File: src/inc/otpcm_regs.vh
`ifndef OTPCM_REGS_VH
`define OTPCM_REGS_VH
// Mode register location and reset
`define OTPCM_MODE_ADDR 32'h40008000
`define OTPCM_MODE_RST 32'h00000000
// Field positions
`define OTPCM_MUX_HI 29
`define OTPCM_MUX_LO 28
`define OTPCM_FAST_BIT 8
`define OTPCM_PSEL_BIT 7
`define OTPCM_PACE_BIT 6
`define OTPCM_FLUSH_BIT 5
`define OTPCM_DMA_BIT 4
`define OTPCM_MODE_HI 2
`define OTPCM_MODE_LO 0
// Writable bits mask
`define OTPCM_WR_MASK 32'h300001f7
// Operating mode codes
`define OTPCM_STANDBY 3'h0
`define OTPCM_MANUAL_READ_MODE 3'h1
`define OTPCM_MANUAL_PROGRAM_MODE 3'h2
`define OTPCM_AUTOMATIC_READ_MODE 3'h3
`define OTPCM_AUTOMATIC_PROGRAM_MODE 3'h4
// Read pacing counts in clock cycles
`define OTPCM_PACE_ONE 2'h1
`define OTPCM_PACE_TWO 2'h2
`endif

File: src/verilog/otpcm_mode_ctrl.v
`timescale 1ns/1ps
`include "otpcm_regs.vh"
module otpcm_mode_ctrl #(
  parameter WIDTH = 32,
  parameter DEPTH = 8,
  parameter AW = 3,
  parameter CW = 13
) (
  // Clock and reset
  input wire clk_i,
  input wire rst_n_i,
  // System bus register port
  input wire bus_wr_i,
  input wire bus_rd_i,
  input wire [31:0] bus_addr_i,
  input wire [31:0] bus_wdata_i,
  output wire [31:0] bus_rdata_o,
  // Serial interface register port
  input wire ser_wr_i,
  input wire [31:0] ser_wdata_i,
  // Trim register fields feeding the single word source
  input wire [15:0] bandgap_i,
  input wire [15:0] rssi_comp_i,
  input wire [7:0] rfio_ctrl1_i,
  input wire [4:0] lna_ctrl3_i,
  input wire [11:0] lna_ctrl2_i,
  input wire [11:0] lna_ctrl1_i,
  input wire [3:0] vco_ctrl_i,
  // Word count and start of an automatic program run
  input wire [CW-1:0] word_count_setting_i,
  input wire prog_start_i,
  // FIFO fill side (software port or DMA)
  input wire fifo_valid_i,
  output wire fifo_ready_o,
  input wire [WIDTH-1:0] fifo_data_i,
  output wire [AW:0] fifo_level_o,
  // Macrocell side
  output wire prog_valid_o,
  input wire prog_ready_i,
  output wire [WIDTH-1:0] prog_data_o,
  output wire prog_busy_o,
  output wire read_strobe_o,
  // Mode decode outputs
  output wire [2:0] operating_mode_o,
  output wire fast_program_timing_o,
  output wire dma_active_o,
  output wire test_mode_o
);
  // Sequencer states
  localparam ST_IDLE = 2'h0;
  localparam ST_FIFO = 2'h1;
  localparam ST_ONE = 2'h2;

  // Mode register fields
  reg [1:0] single_word_source_mux_r;
  reg fast_program_timing_r;
  reg single_word_source_select_r;
  reg two_cycle_read_pacing_r;
  reg fifo_flush_trigger_r;
  reg dma_transfer_enable_r;
  reg [2:0] operating_mode_field_r;

  // Sequencer state and words still to program
  reg [1:0] st_r;
  reg [1:0] st_nxt;
  reg [CW-1:0] left_r;
  reg [CW-1:0] left_nxt;

  // Combinational helpers
  reg [WIDTH-1:0] port_word;
  reg [31:0] wval;
  reg [31:0] rdval;

  // Internal nets
  wire bus_hit;
  wire any_wr;
  wire fifo_out_valid;
  wire fifo_out_ready;
  wire [WIDTH-1:0] fifo_out_data;
  wire in_manual_read_mode;
  wire in_automatic_read_mode;
  wire in_automatic_program_mode;
  wire is_auto;
  wire read_run;
  wire take;

  // Address decode; the serial path carries no address
  assign bus_hit = (bus_addr_i == `OTPCM_MODE_ADDR);
  assign any_wr = (bus_wr_i && bus_hit) || ser_wr_i;

  // Serial write takes priority if both arrive together
  always @* begin
    wval = bus_wdata_i;
    if (ser_wr_i) begin
      wval = ser_wdata_i;
    end
    // Reserved positions are cut before anything is stored
    wval = wval & `OTPCM_WR_MASK;
  end

  // Reserved bits are never stored; each field below takes its slice of wval, save the DMA enable, which a serial write clears
  // Source selector for the single word port
  always @(posedge clk_i) begin
    if (!rst_n_i) begin
      single_word_source_mux_r <= 2'h0;
    end else if (any_wr) begin
      single_word_source_mux_r <= wval[`OTPCM_MUX_HI:`OTPCM_MUX_LO];
    end
  end

  // Programming timing choice, shared by every programming activity
  always @(posedge clk_i) begin
    if (!rst_n_i) begin
      fast_program_timing_r <= 1'b0;
    end else if (any_wr) begin
      fast_program_timing_r <= wval[`OTPCM_FAST_BIT];
    end
  end

  // Data source of an automatic program run
  always @(posedge clk_i) begin
    if (!rst_n_i) begin
      single_word_source_select_r <= 1'b0;
    end else if (any_wr) begin
      single_word_source_select_r <= wval[`OTPCM_PSEL_BIT];
    end
  end

  // Read pacing choice
  always @(posedge clk_i) begin
    if (!rst_n_i) begin
      two_cycle_read_pacing_r <= 1'b0;
    end else if (any_wr) begin
      two_cycle_read_pacing_r <= wval[`OTPCM_PACE_BIT];
    end
  end

  // Flush trigger stands one cycle; software never has to clear it
  always @(posedge clk_i) begin
    if (!rst_n_i) begin
      fifo_flush_trigger_r <= 1'b0;
    end else if (any_wr) begin
      fifo_flush_trigger_r <= wval[`OTPCM_FLUSH_BIT];
    end else begin
      fifo_flush_trigger_r <= 1'b0;
    end
  end

  // Serial path cannot launch bus mastering
  always @(posedge clk_i) begin
    if (!rst_n_i) begin
      dma_transfer_enable_r <= 1'b0;
    end else if (any_wr) begin
      dma_transfer_enable_r <= ser_wr_i ? 1'b0 : wval[`OTPCM_DMA_BIT];
    end
  end

  // Operating mode; direct active-to-active switches are software's duty to avoid
  always @(posedge clk_i) begin
    if (!rst_n_i) begin
      operating_mode_field_r <= `OTPCM_STANDBY;
    end else if (any_wr) begin
      operating_mode_field_r <= wval[`OTPCM_MODE_HI:`OTPCM_MODE_LO];
    end
  end

  // Read back; unimplemented bits are zero
  always @* begin
    rdval = 32'h00000000;
    if (bus_rd_i && bus_hit) begin
      rdval[`OTPCM_MUX_HI:`OTPCM_MUX_LO] = single_word_source_mux_r;
      rdval[`OTPCM_FAST_BIT] = fast_program_timing_r;
      rdval[`OTPCM_PSEL_BIT] = single_word_source_select_r;
      rdval[`OTPCM_PACE_BIT] = two_cycle_read_pacing_r;
      rdval[`OTPCM_FLUSH_BIT] = fifo_flush_trigger_r;
      rdval[`OTPCM_DMA_BIT] = dma_transfer_enable_r;
      rdval[`OTPCM_MODE_HI:`OTPCM_MODE_LO] = operating_mode_field_r;
    end
  end
  assign bus_rdata_o = rdval;

  // Single word source selection, zero padded
  always @* begin
    case (single_word_source_mux_r)
      2'h0: port_word = {16'h0000, bandgap_i};
      2'h1: port_word = {rssi_comp_i, 8'h00, rfio_ctrl1_i};
      2'h2: port_word = {3'h0, lna_ctrl3_i, lna_ctrl2_i, lna_ctrl1_i};
      2'h3: port_word = {28'h0000000, vco_ctrl_i};
      default: port_word = 32'h00000000;
    endcase
  end

  // Mode decode
  assign in_manual_read_mode = (operating_mode_field_r == `OTPCM_MANUAL_READ_MODE);
  assign in_automatic_read_mode = (operating_mode_field_r == `OTPCM_AUTOMATIC_READ_MODE);
  assign in_automatic_program_mode = (operating_mode_field_r == `OTPCM_AUTOMATIC_PROGRAM_MODE);
  assign is_auto = in_automatic_program_mode || in_automatic_read_mode;
  assign test_mode_o = operating_mode_field_r > `OTPCM_AUTOMATIC_PROGRAM_MODE;

  // Register fields straight to the pins
  assign operating_mode_o = operating_mode_field_r;
  assign fast_program_timing_o = fast_program_timing_r;

  // DMA idles when the single word port is the source
  assign dma_active_o = dma_transfer_enable_r && is_auto &&
    !(in_automatic_program_mode && single_word_source_select_r);

  // FIFO between fill side and macrocells
  // A flush wins over a push in the same cycle
  otpcm_fifo #(
    .WIDTH(WIDTH),
    .DEPTH(DEPTH),
    .AW(AW)
  ) u_fifo (
    .clk_i(clk_i),
    .rst_n_i(rst_n_i),
    .flush_i(fifo_flush_trigger_r),
    .in_valid_i(fifo_valid_i),
    .in_ready_o(fifo_ready_o),
    .in_data_i(fifo_data_i),
    .out_valid_o(fifo_out_valid),
    .out_ready_i(fifo_out_ready),
    .out_data_o(fifo_out_data),
    .level_o(fifo_level_o)
  );

  // Read pacing for manual and automatic read
  // Program and test modes hold the pacer cleared
  assign read_run = in_manual_read_mode || in_automatic_read_mode;
  otpcm_pacer u_pacer (
    .clk_i(clk_i),
    .rst_n_i(rst_n_i),
    .run_i(read_run),
    .two_cycle_i(two_cycle_read_pacing_r),
    .strobe_o(read_strobe_o)
  );

  // Automatic program sequencer
  always @* begin
    // Hold by default
    st_nxt = st_r;
    left_nxt = left_r;
    case (st_r)
      ST_IDLE: begin
        if (in_automatic_program_mode && prog_start_i) begin
          // Port source first: count and FIFO contents play no part
          if (single_word_source_select_r) begin
            st_nxt = ST_ONE;
          end else if (word_count_setting_i != {CW{1'b0}}) begin
            st_nxt = ST_FIFO;
            left_nxt = word_count_setting_i;
          end
        end
      end
      ST_FIFO: begin
        // The last accepted word closes the run
        if (take) begin
          left_nxt = left_r - {{(CW-1){1'b0}}, 1'b1};
          if (left_r == {{(CW-1){1'b0}}, 1'b1}) st_nxt = ST_IDLE;
        end
      end
      ST_ONE: begin
        // The live port word stands until the cells accept it
        if (prog_ready_i) st_nxt = ST_IDLE;
      end
      default: st_nxt = ST_IDLE;
    endcase
    // Leaving program mode drops the run at once
    if (!in_automatic_program_mode) st_nxt = ST_IDLE;
  end

  // Sequencer state; leaving program mode aborts the run
  always @(posedge clk_i) begin
    if (!rst_n_i) begin
      st_r <= ST_IDLE;
      left_r <= {CW{1'b0}};
    end else begin
      st_r <= st_nxt;
      left_r <= left_nxt;
    end
  end

  // Macrocell handshake; the FIFO drains only while a FIFO run is open
  assign take = (st_r == ST_FIFO) && fifo_out_valid && prog_ready_i;
  assign fifo_out_ready = (st_r == ST_FIFO) && prog_ready_i;

  // Port word is used directly; FIFO and count ignored
  assign prog_valid_o = (st_r == ST_ONE) || ((st_r == ST_FIFO) && fifo_out_valid);
  assign prog_data_o = (st_r == ST_ONE) ? port_word : fifo_out_data;
  // Busy covers both sources until the last word is accepted
  assign prog_busy_o = (st_r != ST_IDLE);
endmodule // otpcm_mode_ctrl

File: src/verilog/otpcm_fifo.v
`timescale 1ns/1ps
module otpcm_fifo #(
  parameter WIDTH = 32,
  parameter DEPTH = 8,
  parameter AW = 3
) (
  // Clock and reset
  input wire clk_i,
  input wire rst_n_i,
  input wire flush_i,
  // Fill side
  input wire in_valid_i,
  output wire in_ready_o,
  input wire [WIDTH-1:0] in_data_i,
  // Drain side
  output wire out_valid_o,
  input wire out_ready_i,
  output wire [WIDTH-1:0] out_data_o,
  // Fill level
  output wire [AW:0] level_o
);
  // Full level held at the counter's own width
  localparam [AW:0] LEVEL_FULL = DEPTH;
  reg [WIDTH-1:0] mem_r [0:DEPTH-1];
  reg [AW-1:0] wp_r;
  reg [AW-1:0] rp_r;
  reg [AW:0] cnt_r;
  wire push;
  wire pop;
  assign in_ready_o = (cnt_r != LEVEL_FULL) && !flush_i;
  assign out_valid_o = (cnt_r != {(AW+1){1'b0}}) && !flush_i;
  assign push = in_valid_i && in_ready_o;
  assign pop = out_valid_o && out_ready_i;
  assign out_data_o = mem_r[rp_r];
  assign level_o = cnt_r;
  // Pointers; flush drops all content at once
  always @(posedge clk_i) begin
    if (!rst_n_i || flush_i) begin
      wp_r <= {AW{1'b0}};
      rp_r <= {AW{1'b0}};
      cnt_r <= {(AW+1){1'b0}};
    end else begin
      if (push) wp_r <= wp_r + 1'b1;
      if (pop) rp_r <= rp_r + 1'b1;
      if (push && !pop) cnt_r <= cnt_r + 1'b1;
      else if (pop && !push) cnt_r <= cnt_r - 1'b1;
    end
  end
  // Storage needs no reset
  always @(posedge clk_i) begin
    if (push) mem_r[wp_r] <= in_data_i;
  end
endmodule // otpcm_fifo

File: src/verilog/otpcm_pacer.v
`timescale 1ns/1ps
`include "otpcm_regs.vh"
module otpcm_pacer (
  // Clock and reset
  input wire clk_i,
  input wire rst_n_i,
  // Control
  input wire run_i,
  input wire two_cycle_i,
  // Read strobe
  output wire strobe_o
);
  reg [1:0] cnt_r;
  wire [1:0] period;
  assign period = two_cycle_i ? `OTPCM_PACE_TWO : `OTPCM_PACE_ONE;
  assign strobe_o = run_i && (cnt_r == period - 2'h1);
  // Counts cycles per 16-bit read
  always @(posedge clk_i) begin
    if (!rst_n_i || !run_i) cnt_r <= 2'h0;
    else if (strobe_o) cnt_r <= 2'h0;
    else cnt_r <= cnt_r + 2'h1;
  end
endmodule // otpcm_pacer

File: config.mk
export PLATFORM = sky130hd
export DESIGN_NAME = otpcm_mode_ctrl
export DESIGN_NICKNAME = d
export VERILOG_FILES = /design/src/verilog/otpcm_mode_ctrl.v /design/src/verilog/otpcm_fifo.v /design/src/verilog/otpcm_pacer.v
export VERILOG_INCLUDE_DIRS = /design/src /design/src/inc
export SDC_FILE = /design/constraint.sdc
export NUM_CORES = 1
export LEC_CHECK = 0
export ABC_CLOCK_PERIOD_IN_PS = 6100
export BUFFER_PORTS_ARGS = -buffer_cell sky130_fd_sc_hd__buf_4
export CAP_MARGIN = 20
export CORE_ASPECT_RATIO = 1.75
export CORE_UTILIZATION = 54
export DETAILED_ROUTE_END_ITERATION = 10
export MAX_ROUTING_LAYER = met4
export PLACE_DENSITY_LB_ADDON = 0.1
export SLEW_MARGIN = 20
export SYNTH_ARGS = -nofsm -noshare
export SYNTH_HDL_FRONTEND = slang
export SYNTH_HIERARCHICAL = 1
export SYNTH_SLANG_ARGS = --single-unit
File: constraint.sdc
create_clock -name clk_i -period 6.1 [get_ports clk_i]
set_clock_uncertainty 0.1 [all_clocks]
set_input_delay 0.305 -clock clk_i [delete_from_list [all_inputs] [get_ports clk_i]]
set_output_delay 0.305 -clock clk_i [all_outputs]
set_load 0.1 [all_outputs]
### Word level (Yosys, flattened, before mapping)

Memories as Yosys holds them, arrays and structs flattened. A register that Yosys moved wholly into a read port is not among the register bits.
Cells that the tools add are included.

| storage, ports and cells | value |
|---|---|
| memory bits (read-only) | 0 |
| input port bits | 222 |
| memories | 1 |
| latch bits | 0 |
| register bits | 37 |
| bits in writable memories | 256 |

| operators by class | value |
|---|---|
| muxes and demuxes | 26 |
| $add $sub $neg | 7 |
| bitwise operators | 0 |
| eq/ne operators | 19 |
| shift-type cells | 0 |
| magnitude comparators | 1 |
| $mul | 0 |
| div/mod/pow operators | 0 |
| reductions and logical operators | 40 |

Memory list:

| name | depth | width | read ports | clocked after memory_dff | write ports | line | text |
|---|---|---|---|---|---|---|---|
| u_fifo.mem_r | 8 | 32 | 1 | 1 | 1 | otpcm_fifo.v:24 | `reg [WIDTH-1:0] mem_r [0:DEPTH-1];` |

Operators with widths:

| kind | count |
|---|---|
| $pmux 32 s4 | 1 |
| $mux 13 | 4 |
| $eq 32x31->1 const B | 1 |
| $mux 32 | 1 |
| $mux 30 | 1 |
| $pmux 13 s2 | 1 |
| $logic_and 1x1->1 | 16 |
| $mux 2 | 8 |
| $eq 13x1->1 const B | 1 |
| $reduce_bool 13->1 | 1 |
| $sub 13x1->13 const B | 1 |
| $ne 2x2->1 const B | 6 |
| $reduce_and 5->1 | 2 |
| $mux 3 | 3 |
| $mux 4 | 2 |
| $add 3x1->3 const B | 2 |
| $eq 2x2->1 const B | 3 |
| $logic_not 1->1 | 6 |
| $logic_or 1x1->1 | 6 |
| $pmux 2 s3 | 1 |
| $reduce_bool 2->1 | 3 |
| $mux 5 | 1 |
| $add 4x1->4 const B | 1 |
| $eq 2x1->1 const B | 2 |
| other kinds (15) | 19 |

### Logic depth before layout (Yosys ltp)

Gate-level depths: netlist of run 1.

| logic depth | value |
|---|---|
| depth in word-level cells | 7 |
| depth in mapped cells | 12 |

### By module

The synthesis of run 1 kept the hierarchy.

By module, submodules not included:

| module | times used | area each (sq um) | seq. area each (sq um) | cells each |
|---|---|---|---|---|
| otpcm_fifo | 1 | 10418.7 | 7947.6 | 445 |
| otpcm_mode_ctrl | 1 | 2688.8 | 500.5 | 363 |
| otpcm_pacer | 1 | 92.6 | 40.0 | 10 |

### Least setup slack after synthesis of run 1

No wires, ideal clock.

| timing | value |
|---|---|
| path kind | register to register |
| start point | register u_fifo.cnt_r[1] (netlist: u_fifo/level_o[1]) |
| end point | memory u_fifo.mem_r[0][0], enable pin |
| slack | -0.504 ns |
| required time | 5.497 ns |
| data arrival time | 6.001 ns |
| period minus slack after synthesis | 6.604 ns |
| buffers on the path | 0 |
| cell stages (with the launch flop) | 5 |
| path through | dfxtp_1 -> nor4b_1 -> nor2_1 -> nand2_1 -> nor4_1 |

| between the ends | value |
|---|---|
| cells in the longest elaborated chain, start to end | 5 |

Ends and longest elaborated chain:

| element | line | text |
|---|---|---|
| from (decl) | otpcm_fifo.v:27 | `reg [AW:0] cnt_r;` |
| from (signal assigned) | otpcm_fifo.v:41 | `cnt_r <= {(AW+1){1'b0}};` |
| from (signal assigned) | otpcm_fifo.v:45 | `if (push && !pop) cnt_r <= cnt_r + 1'b1;` |
| from (signal assigned) | otpcm_fifo.v:46 | `else if (pop && !push) cnt_r <= cnt_r - 1'b1;` |
| $ne 4x4->1 | otpcm_fifo.v:30 | `assign in_ready_o = (cnt_r != LEVEL_FULL) && !flush_i;` |
| $logic_and 1x1->1 | otpcm_fifo.v:30 |  |
| net fifo_ready_o | otpcm_mode_ctrl.v:34 | `output wire fifo_ready_o,` |
| $logic_and 1x1->1 | otpcm_fifo.v:32 | `assign push = in_valid_i && in_ready_o;` |
| $mux 1 | otpcm_fifo.v:51 | `if (push) mem_r[wp_r] <= in_data_i;` |
| $mux 1 (not written as such) | otpcm_fifo.v:51 |  |
| to (decl) | otpcm_fifo.v:24 |  |

The timed path passes the listed nets, and every way through them passes these cells.

==> results of run 1 <==
==> worst max-delay path: cells and delay by family, from the launching register on <==
family | cells | cell delay (ps)
mux | 2 | 940
buf+inv | 2 | 890
flops | 1 | 750
compound gates | 1 | 110
simple gates | 1 | 100
==> layout by cell type, fill, tap and decap left out, types with 9 or more instances in the layout <==
cell	n
conb_1	22
a22oi_1	13
clkbuf_16	27
inv_1	10
nand2_1	59
and3_1	11
a21oi_1	16
buf_4	244
and2_1	11
mux4_1	40
nor2_1	33
a31oi_1	14
o21ai_0	30
mux4_2	28
dfxtp_1	37
mux2i_1	15
mux2_2	37
nand3_1	9
dlygate4sd3_1	49
edfxtp_1	256
==> routing by layer <==
metal / part of all wire [%] / vias to the layer above / track usage, %
met5: 0 / - / -
met2: 55 / 301 / 46.8
met1: 37 / 4062 / 27.5
li1: - / 3776 / -
met3: 5.6 / 44 / 3.55
met4: 1.9 / 0 / 6.72
==> registers in the layout, indices dropped and copies added, names as in the netlist, 2 cells and up, named ones only <==
register and flops:
u_fifo/mem_r 256, left_r 13, u_fifo/level_o 4, operating_mode_o 3, u_fifo/rp_r 3, u_fifo/wp_r 3, single_word_source_mux_r 2, st_r 2
u_pacer/cnt_r 2
==> final timing paths <==
kind,slack (ps),end,depth (start not counted),startpoint
hold reg to reg,390,u_pacer/cnt_r[0],1,u_pacer/cnt_r[0]
setup reg to reg,2730,u_fifo/level_o[3],11,st_r[0]
hold / removal,30,fifo_flush_trigger_r,3,bus_wr_i
setup / recovery,2350,prog_data_o[5],6,flop
==> cell type report <==
class | instances | area, um^2 | area share [%]
clock buffers | 34 | 722 | 4.37
clock inverters | 14 | 168 | 1.02
inverters | 11 | 41.3 | 0.250
multi-input cells | 460 | 4380 | 26.5
flip-flops and latches | 296 | 8500 | 51.5
well taps | 308 | 385 | 2.33
repair buffers | 293 | 2320 | 14.1
==> cell families (layout without fill, tap and decap cells) <==
family / count (synthesis) / count (layout) / synth area share, %
AOI/OAI and AO/OA: 117 / 117 / 6.21
xor gates and xnor gates: 7 / 7 / 0.464
adders and majority gates: 8 / 8 / 0.815
buffers and inverters: 83 / 352 / 3.62
DFF: 296 / 296 / 64.3
muxes: 120 / 120 / 17.0
other: 1 / 22 / 0.0284
and+or+nand+nor: 186 / 186 / 7.53
==> power breakdown <==
part	internal [mW]	leakage, nW	switching, mW
Sequential	2.26	2.65	0.0300
Clock	0.972	0.432	0.725
Combinational	0.233	2.89	0.491
Total	3.47	5.97	1.25
==> timing repair <==
item	in CTS	in global routing
endpoints found under the hold margin	268	0
setup endpoints to repair	0	0
hold buffers	49	0
==> results.toml, run 1 <==
[setup_path]
startpoint_type = "flop"
crit_arrival_ps = 3350
critPathKind = "flop to primary output"
cpMaxStageDelayCell = "dfxtp_4"
worstPathRequired_ps = 5690
slowest_delay_ps = 750
critical_path_peak_fanout = 33
crit_top_cell = "buf_4"
end_kind = "primary output"
path_cells = "buf_4 > mux4_1 > mux2_2 > nand2_1 > o21ai_0 > buf_4"

[cells_and_area]
layout-drive-gt1-share_pct = 34.4
postLayoutCellArea_um2 = 16500
layout.nets = 1318
nFillCells = 1710
num_antenna_cells = 0
fin_cells = 1416
fin_util_pct = 68.7
syn2layout_area_growth_pct = 25.1

[logic_synthesis]
synth.distinct_cells = 62
syn_inst = 818
yosys.area.top_type = "edfxtp_1"
yosys-top-cells-area = "edfxtp_1, mux4_1, dfxtp_1, mux4_2, mux2_2"
synth_common_cells = "edfxtp_1, nand2_1, dfxtp_1, mux4_1, mux2_2"
synthFlopType = "edfxtp_1"
synth_top_area_share_pct = 58.2
synth.most_common_cell = "edfxtp_1"
netlist_area_um2 = 13200
async_flop_share_pct = 0
ys_ff_latch = 296
yosysSeqAreaShare_pct = 64.3
synth-edff-count = 256
syn_avg_cell_area_um2 = 16.1
yosys_warnings = 6

[pwr]
power_mw = 4.71
p_per_area_nw_per_um2 = 285
p_leak_nw = 5.97
ir_worst_vdd_mv = 0.298

[floorplanning]
io_pins = 300
die_width_um = 120
die-area_um2 = 25100
die_h_um = 209
initial_core_util_pct = 54.9
row_count = 75
coreArea_um2 = 24000

[timing]
hold_viol_final = 0
finalCriticalPeriod_ps = 3750
setup_ws_ps = 2350
tightestPinTransition_ps = 1070
setup_viol = 0
rsz0062_at_grt = "false"
slew_headroom_pct = 28.6
hold_ws_ps = 27.1
fin_setup_tns_ps = 0
min_period_over_period_pct = 61.5
finalMaxSlewViolations = 0
fmax_mhz = 267

[detailed_routing]
vias = 8183
first_iter_violations = 521
drt_pre_antenna_iters = 5
remaining_drc_errors = 0
vias_per_cell = 5.78
wl_um = 30100
wl_per_cell_um = 21.3
ant_nets = 0

[placed_design]
io_buffer_count = 232
dp_cells = 1319
gp_congestion = 0.863
place_area_um2 = 15100
detailed_place_hpwl_um = 18700
post-place-ws_ps = 2720

[clock_tree]
clockBufferDepth = 3
cts_setup_buffers = 0
cts_sinks = 296
clk_latency_ps = 540
ctsResizeCount = 0
clockRootBuffer = "clkbuf_16"
htree_levels = 1
clk_pin_slew_ps = 70
numCtsBuffers = 26
cts_tree = "yes"

[global_routing]
overflow = 0
grt_pass1_vias = 8475
grt_first_pass_wirelength_um = 45900
grt_max_degree = 45
antenna_found_initial = 0
grt.total_usage_pct = 25.1

[run]
drv_cap = 0

[worst_hold_path]
min_path_type = "primary input to flop"

[outcome]
status = "complete, no violations"
(Power assumes the default switching activity.)
==> run 2: changes to the inputs <==
Settings changed: ABC_CLOCK_PERIOD_IN_PS 6100 to 3100, CORE_UTILIZATION 54 to 49.
Clock period 6.1 ns to 3.1 ns, I/O delays scaled along.
==> results.toml, run 2 (same netlist as run 1, synthesis figures left out) <==
[detailed_routing]
drt_pre_antenna_iters = 4
vias_per_cell = 5.69
first_iter_violations = 384
wl_per_cell_um = 20.8
ant_nets = 0
remaining_drc_errors = 0
wl_um = 30700
vias = 8389

[cells_and_area]
layout_commonest_cell = "edfxtp_1"
largest_reg_flops = 256
max_flop_register = "u_fifo/mem_r"
fin_util_pct = 64.3
layout.nets = 1361
num_antenna_cells = 0
layout-drive-gt1-share_pct = 34.6
final_cell_mix = "edfxtp_1, buf_4, dlygate4sd3_1"
syn2layout_area_growth_pct = 29.1

[timing]
setup_ws_ps = 108
fmax_mhz = 334
setup_viol = 0
hold_viol_final = 0
slew_headroom_pct = 27.1
finalCriticalPeriod_ps = 2990
min_period_over_period_pct = 96.5
tightestPinTransition_ps = 1090
rsz0062_at_grt = "false"
finalMaxSlewViolations = 0

[floorplanning]
die_h_um = 219
die-area_um2 = 27600
row_count = 79
io_pins = 300
die_width_um = 126
initial_core_util_pct = 49.8
coreArea_um2 = 26500

[setup_path]
critPathKind = "flop to primary output"
worst_r2r_endpoint = "u_fifo/level_o[3]"
worstPathRequired_ps = 2840
worst-r2r-setup-slack_ps = 270
r2r_cells = 11
critical_path_peak_fanout = 17
startpoint_type = "flop"
crit_arrival_ps = 2740
r2r_start = "st_r[0]"
end_kind = "primary output"

[pwr]
power_mw = 9.25
p_leak_nw = 6.19
p_per_area_nw_per_um2 = 543
ir_worst_vdd_mv = 0.588

[worst_hold_path]
min_path_type = "primary input to flop"
min_from = "fifo_data_i[11]"
hold_path_end = "u_fifo/mem_r[1][11]"
min_path_cells = 2

[global_routing]
overflow = 0
grt_pass1_vias = 8518
grt.total_usage_pct = 23.0
grt_first_pass_wirelength_um = 46600
antenna_found_initial = 0
grt_max_degree = 65

[placed_design]
detailed_place_hpwl_um = 19500
io_buffer_count = 232
gp_congestion = 0.861
post-place-ws_ps = 301

[clock_tree]
clk_latency_ps = 540
ctsResizeCount = 0
cts_setup_buffers = 0
htree_levels = 1
clk_pin_slew_ps = 60
cts_tree = "yes"
clockBufferDepth = 3
hold_buffers = 79
cts_sinks = 296
numCtsBuffers = 26
clockRootBuffer = "clkbuf_16"

[run]
drv_cap = 0

[outcome]
status = "complete, no violations"
run 2: cell count changes in the layout (fill, tap and decap cells not counted), sizes merged:
cell	before	now
clkbuf	34	36
dlygate4sd3	49	79
clkinv	9	8
inv	11	10
buf	244	257
run 2: worst max-delay path, cell delays in order (launching register included):
cell	delay, ps
dfxtp_1	480
nor2b_2	910
a21oi_1	290
o21ai_1	190
buf_4	310
run 2: how the worst max path moves through the flow:
stage          slack [ps]  cells after the start                 to                         from
2_1_floorplan        -300                      5    prog_data_o[10]                      st_r[0]
3_3_place_gp          300                     11  u_fifo/level_o[3]                      st_r[0]
3_5_place_dp          300                     11  u_fifo/level_o[3]                      st_r[0]
4_1_cts                30                      4     prog_data_o[5]  single_word_source_mux_r[0]
5_1_grt                 4                      4     prog_data_o[5]  single_word_source_mux_r[0]
6_report              110                      4     prog_data_o[5]  single_word_source_mux_r[0]
run 2: final cells by class:
cell class	count	area, um^2
fill	1971	9450
timing repair buffer	336	2800
sequential	296	8510
multi-input combinational	460	4430
clock buffer	36	719
clock inverter	12	136
tap	324	405
inverter	11	43.8
run 2: stage by stage:
step	std cells	hold WS (ps)	area (um^2)	TNS, ps
after global routing	1475	292	17000	0
after floorplan	839	154	13400	-2900
final	1475	297	17000	0
after detailed placement	1348	293	15400	0
after global placement	1348	286	15400	0
after CTS	1475	276	17000	0
run 2: power breakdown:
group / internal (mW) / total (mW) / switching [mW]
clock network: 1.87 / 3.25 / 1.37
logic: 0.504 / 1.49 / 0.988
registers: 4.46 / 4.52 / 0.0592
run 2: layer usage:
metal	wire [um]	part of all wire [%]	vias up	GRT usage (%)
li1	-	-	3873	-
met1	11400	37	4209	25.0
met2	17100	56	260	43.4
met3	1450	4.7	47	2.97
met4	673	2.2	0	6.59
met5	0	0	-	-
